### config.mk
export PLATFORM = sky130hd
export DESIGN_NAME = iwsh_control
export DESIGN_NICKNAME = d
export VERILOG_FILES = /design/src/hw/iwsh_pkg.sv /design/src/hw/iwsh_control.sv
export SDC_FILE = /design/constraint.sdc
export NUM_CORES = 1
export LEC_CHECK = 0
export CORE_UTILIZATION = 35
export CTS_CLUSTER_DIAMETER = 150
export DETAILED_ROUTE_END_ITERATION = 8
export DONT_BUFFER_PORTS = 1
export GPL_TIMING_DRIVEN = 0
export RECOVER_POWER = 50
export SLEW_MARGIN = 40
export SYNTH_ARGS = -nofsm -noshare
export SYNTH_HDL_FRONTEND = slang
export SYNTH_SLANG_ARGS = --single-unit
### constraint.sdc
create_clock -name i_clock -period 1.6 [get_ports i_clock]
set_input_delay 0.32 -clock i_clock [delete_from_list [all_inputs] [get_ports i_clock]]
set_output_delay 0.32 -clock i_clock [all_outputs]
set_load 0.01 [all_outputs]
### src/hw/iwsh_pkg.sv
// constants for the expansion bus wait-state and address-hold control
package iwsh_pkg;
  localparam int ADDR_W = 8;
  localparam int DATA_W = 8;
  localparam logic [7:0] WAIT_HOLD_OFFSET = 8'h06;
  localparam logic [7:0] WAIT_HOLD_RESET = 8'h00;
  localparam int NARROW_LO_BIT = 2;
  localparam int WIDE_LO_BIT = 4;
  localparam int HOLD_BIT = 7;
  localparam logic [2:0] NARROW_WAIT_BASE = 3'h5;
  localparam logic [2:0] WIDE_WAIT_BASE = 3'h3;
  localparam logic [3:0] HOLD_EXTRA_HALVES = 4'h2;
  localparam logic [3:0] HOLD_NONE_HALVES = 4'h0;
  typedef enum logic [1:0] {IWSH_IDLE, IWSH_ALIGN, IWSH_CMD, IWSH_RECOVER} iwsh_state_t;
endpackage

### src/hw/iwsh_control.sv
// expansion bus cycle sequencer with programmable wait states and address hold
`timescale 1ns/1ps
`default_nettype none

// Functional notes
// - narrow cycles wait 5,4,3,2 clocks by bits 3:2
// - wide cycles wait 3,2,1,0 clocks by bits 5:4
// - bit 7 delays ready one clock after command
// - register resets to zero
// - address hold off until bit 7 set
// - sequencer runs at twice bus clock
module iwsh_control (
  input wire logic i_clock,
  input wire logic i_reset,
  input wire logic [iwsh_pkg::ADDR_W-1:0] i_reg_addr,
  input wire logic [iwsh_pkg::DATA_W-1:0] i_reg_wdata,
  input wire logic i_reg_write,
  input wire logic i_reg_read,
  output logic [iwsh_pkg::DATA_W-1:0] o_reg_rdata,
  input wire logic i_cycle_start,
  input wire logic i_cycle_wide,
  output logic o_expansion_bus_clock,
  output logic o_command,
  output logic o_ready,
  output logic o_busy
);
  import iwsh_pkg::*;

  // ------------------------------------------------------------
  // register file
  // ------------------------------------------------------------
  logic [DATA_W-1:0] wait_hold;

  always_ff @(posedge i_clock) begin
    if (i_reset) begin
      wait_hold <= WAIT_HOLD_RESET;
    end else if (i_reg_write && i_reg_addr == WAIT_HOLD_OFFSET) begin
      wait_hold <= i_reg_wdata;
    end
  end

  always_ff @(posedge i_clock) begin
    if (i_reset) begin
      o_reg_rdata <= '0;
    end else if (i_reg_read && i_reg_addr == WAIT_HOLD_OFFSET) begin
      o_reg_rdata <= wait_hold;
    end else begin
      o_reg_rdata <= '0;
    end
  end

  // ------------------------------------------------------------
  // wait decode
  // ------------------------------------------------------------
  iwsh_state_t state;
  logic [3:0] count;
  logic cyc_wide;
  logic cyc_hold;
  logic [2:0] cyc_waits;
  logic [1:0] narrow_code;
  logic [1:0] wide_code;
  logic [2:0] narrow_waits;
  logic [2:0] wide_waits;
  logic [2:0] next_waits;
  logic [3:0] next_halves;

  // only the documented fields are looked at
  assign narrow_code = wait_hold[NARROW_LO_BIT +: 2];
  assign wide_code = wait_hold[WIDE_LO_BIT +: 2];
  assign narrow_waits = NARROW_WAIT_BASE - {1'b0, narrow_code};
  assign wide_waits = WIDE_WAIT_BASE - {1'b0, wide_code};
  // picked at request time, so a later write cannot stretch a running cycle
  assign next_waits = i_cycle_wide ? wide_waits : narrow_waits;
  // command spans one bus clock plus the waits, in half clocks
  assign next_halves = 4'({cyc_waits + 3'h1, 1'b0} - 4'h1);

  // ------------------------------------------------------------
  // bus clock, sequencer at twice its rate
  // ------------------------------------------------------------
  always_ff @(posedge i_clock) begin
    if (i_reset) begin
      o_expansion_bus_clock <= 1'b0;
    end else begin
      o_expansion_bus_clock <= ~o_expansion_bus_clock;
    end
  end

  always_ff @(posedge i_clock) begin
    if (i_reset) begin
      state <= IWSH_IDLE;
      count <= '0;
      cyc_wide <= 1'b0;
      cyc_hold <= 1'b0;
      cyc_waits <= '0;
      o_command <= 1'b0;
      o_ready <= 1'b0;
      o_busy <= 1'b0;
    end else begin
      o_ready <= 1'b0;
      case (state)
        IWSH_IDLE: begin
          if (i_cycle_start) begin
            cyc_wide <= i_cycle_wide;
            cyc_hold <= wait_hold[HOLD_BIT];
            cyc_waits <= next_waits;
            o_busy <= 1'b1;
            state <= IWSH_ALIGN;
          end
        end
        IWSH_ALIGN: begin
          // start the command on a rising bus clock edge
          if (!o_expansion_bus_clock) begin
            o_command <= 1'b1;
            count <= next_halves;
            state <= IWSH_CMD;
          end
        end
        IWSH_CMD: begin
          if (count == 4'h0) begin
            o_command <= 1'b0;
            count <= cyc_hold ? HOLD_EXTRA_HALVES : HOLD_NONE_HALVES;
            state <= IWSH_RECOVER;
          end else begin
            count <= count - 4'h1;
          end
        end
        IWSH_RECOVER: begin
          if (count == 4'h0) begin
            o_ready <= 1'b1;
            o_busy <= 1'b0;
            state <= IWSH_IDLE;
          end else begin
            count <= count - 4'h1;
          end
        end
        default: begin
          state <= IWSH_IDLE;
          o_command <= 1'b0;
          o_busy <= 1'b0;
        end
      endcase
    end
  end

  // ------------------------------------------------------------
  // checks
  // ------------------------------------------------------------
  logic [3:0] cmd_len;
  logic [1:0] cyc_code;

  always_ff @(posedge i_clock) begin
    if (i_reset) begin
      cmd_len <= '0;
      cyc_code <= '0;
    end else if (state == IWSH_IDLE && i_cycle_start) begin
      cmd_len <= '0;
      cyc_code <= i_cycle_wide ? wide_code : narrow_code;
    end else if (o_command) begin
      cmd_len <= cmd_len + 4'h1;
    end
  end

  a_narrow_wait_len: assert property (@(posedge i_clock) disable iff (i_reset)
    $fell(o_command) && !cyc_wide |-> cmd_len == 4'({3'h6 - {1'b0, cyc_code}, 1'b0}))
    else $error("narrow command length wrong");

  a_wide_wait_len: assert property (@(posedge i_clock) disable iff (i_reset)
    $fell(o_command) && cyc_wide |-> cmd_len == 4'({3'h4 - {1'b0, cyc_code}, 1'b0}))
    else $error("wide command length wrong");

  a_hold_extra_ready: assert property (@(posedge i_clock) disable iff (i_reset)
    $fell(o_command) && cyc_hold |-> !o_ready ##1 !o_ready ##1 !o_ready ##1 o_ready)
    else $error("held ready not three cycles after command");

  a_hold_off_ready: assert property (@(posedge i_clock) disable iff (i_reset)
    $fell(o_command) && !cyc_hold |-> ##1 o_ready)
    else $error("ready not one cycle after command");

  a_reset_reg_zero: assert property (@(posedge i_clock)
    $past(i_reset) && !i_reset |-> wait_hold == 8'h00 && o_command == 1'b0)
    else $error("register not zero after reset");

  a_bus_clock_half: assert property (@(posedge i_clock) disable iff (i_reset)
    $rose(o_command) |-> o_expansion_bus_clock ##1 !o_expansion_bus_clock)
    else $error("command not aligned to bus clock");

  a_reserved_ignored: assert property (@(posedge i_clock) disable iff (i_reset)
    $rose(o_command) |->
      count == 4'({(cyc_wide ? 3'h4 : 3'h6) - {1'b0, cyc_code}, 1'b0} - 4'h1))
    else $error("wait count not from fields");

  a_bus_clock_toggle: assert property (@(posedge i_clock) disable iff (i_reset)
    !$past(i_reset) |-> o_expansion_bus_clock != $past(o_expansion_bus_clock))
    else $error("bus clock did not toggle");

  a_cmd_end_aligned: assert property (@(posedge i_clock) disable iff (i_reset)
    $fell(o_command) |-> o_expansion_bus_clock)
    else $error("command did not end on a bus clock edge");

  a_busy_on_start: assert property (@(posedge i_clock) disable iff (i_reset)
    !o_busy && i_cycle_start |=> o_busy)
    else $error("request not taken");

  a_idle_quiet: assert property (@(posedge i_clock) disable iff (i_reset)
    !o_busy |-> !o_command)
    else $error("command outside a cycle");

  a_ready_single: assert property (@(posedge i_clock) disable iff (i_reset)
    o_ready |=> !o_ready)
    else $error("ready longer than one cycle");

  a_ready_ends_cycle: assert property (@(posedge i_clock) disable iff (i_reset)
    o_ready |-> !o_busy && !o_command)
    else $error("ready while cycle still open");

  a_refused_keeps_hold: assert property (@(posedge i_clock) disable iff (i_reset)
    o_busy && i_cycle_start |=> $stable(cyc_hold))
    else $error("hold setting changed mid cycle");

endmodule
`default_nettype wire

==> flow_metrics.tcl <==
set metrics [dict create \
    cp.arrival_ns 1.72 \
    timing_hold_violations_final 0 \
    grt_max_degree 11 \
    worstSetupEndpointType "flip-flop" \
    clk_latency_ns 0.28 \
    drc 0 \
    final_core_util_pct 43.15 \
    syn2layout_area_growth_pct 16.91 \
    slew_violations 0 \
    final_nets 184 \
    worst_pin_slew_ns 0.5326 \
    clk_pin_slew_ns 0.06 \
    worstPathCellList "inv_1 > ha_2 > nor3b_4 > buf_4 > buf_4 > a211o_1 > a21oi_1 > nor2_1" \
    synth_warnings 0 \
    die_h_um 64.37 \
    critPathSlowestCell "dfxtp_2" \
    seq_area_um2 605.6 \
    drive_above_1_share_pct 18.71 \
    synth-edff-count 0 \
    crit_required_ns 1.77 \
    cts_hold_buffers 0 \
    critPathMaxFanout 3 \
    antenna_found_initial 0 \
    htreeDepth 2 \
    row_count 22 \
    finalClockSkew_ns 0.005069 \
    outcome "completed" \
    cts-buffers-inserted 5 \
    yosys-top-cells-count "dfxtp_1 (30), nor2_1 (20), a21oi_1 (11)" \
    drtIter0Drc 31 \
    critical_path_class "reg -> reg" \
    post_synth_instance_area_mm2 0.001361 \
    overflow 0 \
    fill_cells 371 \
    clock_sinks 30 \
    synthesis.nets 172 \
    wl_per_cell_um 14.05 \
    critPathLaunchType "flip-flop" \
    grtUsageTotal_pct 15.10 \
    drv_cap 0 \
    hold_path_class "in -> reg" \
    min_period_ns 1.549 \
    crit_path_frequent_cell "buf_4" \
    whs_ns 0.1801 \
    ir_drop_v 0.0007906 \
    setup_viol 0 \
    gp_congestion 0.7835 \
    wirelength_um 2852 \
    place_hpwl_um 1993 \
    synthTopCellsByArea "dfxtp_1 (44%), ha_1 (7.4%), mux2i_1 (7.4%), nor2_1 (5.5%), a21oi_1 (4.0%)" \
    max_slew_margin_pct 64.49 \
    ant_nets 0 \
    cts_tree "yes" \
    avgSynthCellArea_um2 9.587 \
    dieWidth_um 64.37 \
    vias 1052 \
    tns_ns 0 \
    multi_input_area_um2 735.7 \
    synthCells 142 \
    fmax_ghz 0.6456 \
    slowest_delay_ns 0.33 \
    ioPinCount 34 \
    yosysTopAreaCell "dfxtp_1" \
    port_buffers 0 \
    root_buffer "clkbuf_8" \
    synth_cell_type_count 35 \
    grt_pass1_vias 1008 \
    n_antenna_cell 0 \
    p_leak_nw 0.6819 \
    ys_async_sr_fraction_pct 0 \
    initial_core_util_pct 36.91 \
    yosysMostFrequentCell "dfxtp_1" \
    die_area_mm2 0.004143 \
    dr.pass1.iters 4 \
    vias_per_cell 5.182 \
    synth_seq_area_share_pct 44.12 \
    ys_ff_latch 30 \
    ys.flop_type "dfxtp_1" \
    grt_pass1_wl_um 4692 \
    clockBufferDepth 2 \
    synth_top_area_share_pct 44.12 \
    min_period_over_period_pct 96.81 \
    coreArea_mm2 0.003689 \
    pwr_density_cell_mw_per_mm2 1859 \
]
==> cells by family after synthesis <==
logic type,synth area share [%]
AO/OA/AOI/OAI,13.79
XOR/XNOR,0.6435
adder cells (fa/ha/maj),7.353
flip-flops,44.12
buffers and inverters,3.493
multiplexers,7.353
AND/OR/NAND/NOR,23.25
==> final timing paths <==
| check | from | slack [ns] | depth (start not counted) | endpoint |
|---|---|---|---|---|
| max | count[1] | 0.05 | 8 | count[3] |
| min | i_reg_wdata[3] | 0.18 | 2 | wait_hold[3] |
| max reg2reg | count[1] | 0.05 | 8 | count[3] |
| min reg2reg | wait_hold[0] | 0.46 | 1 | o_reg_rdata[0] |
==> final cells by class <==
type | count | share of cell area [%]
Multi-Input combinational cell | 100 | 46.23
Sequential cell | 30 | 38.05
Clock buffer | 6 | 5.189
Tap cell | 48 | 3.774
Timing Repair Buffer | 5 | 2.594
Inverter | 8 | 1.887
Buffer | 4 | 1.494
Clock inverter | 2 | 0.7862
==> stage by stage <==
stage          worst slack, ns  power, mW  area (um^2)  cells
2_1_floorplan           0.1052      1.763         1361    142
3_3_place_gp          -0.09491      1.914         1421    190
3_5_place_dp           -0.2066      1.965         1421    190
4_1_cts               0.004274      2.744         1553    200
5_1_grt               -0.03608      3.183         1592    203
6_report               0.05101      2.958         1592    203
==> repair_timing <==
item,in CTS,in global routing
pin swaps,1,2
setup endpoints to repair,6,7
setup buffers,2,4
gates resized for setup,4,13
==> power by group <==
part	switching, mW	total [mW]	leakage [nW]	internal (mW)
logic	0.685	1.36	0.389	0.674
clock network	0.287	0.632	0.0472	0.345
registers	0.111	0.968	0.245	0.857
total	1.08	2.96	0.682	1.88
==> worst max-delay path, delay by kind of cell, from the launching register on <==
family / cells / cell delay (ns)
and+or+nand+nor: 2 / 0.22
adders and majority gates: 1 / 0.19
buffers and inverters: 3 / 0.34
AOI/OAI and AO/OA: 2 / 0.36
DFF: 1 / 0.33
==> metal layers <==
| layer | global-route usage (%) | part of all wire (%) |
|---|---|---|
| met2 | 25.00 | 49 |
| met1 | 16.92 | 42 |
| met4 | 6.667 | 1.6 |
| met3 | 6.071 | 7.1 |
| met5 | 0 | 0 |
==> flip-flops by register name (all words and copies together), names as in the netlist <==
signal / flops
o_reg_rdata: 8
wait_hold: 8
count: 4
cyc_waits: 3
state: 2
cyc_hold: 1
o_busy: 1
o_command: 1
o_expansion_bus_clock: 1
o_ready: 1
==> cells in the final DEF (no fill, tap or decap), drive strengths merged <==
master,n
a2bb2oi,2
nor4,1
inv,8
clkinv,1
clkbuf,8
o311ai,1
o21a,1
clkinvlp,1
and4bb,1
nand4bb,1
nor2,20
a221oi,1
nor2b,1
a211oi,2
nand2,10
o221ai,1
nand2b,2
o21ai,3
and2,8
nor3,3
buf,7
nor3b,1
or3b,1
nand4,1
and4,1
a211o,1
o211ai,1
dfxtp,30
mux2i,10
o22ai,1
a32o,1
nand3,4
ha,8
a21oi,11
xor2,1
No activity file was read; power rests on OpenSTA's default activity.
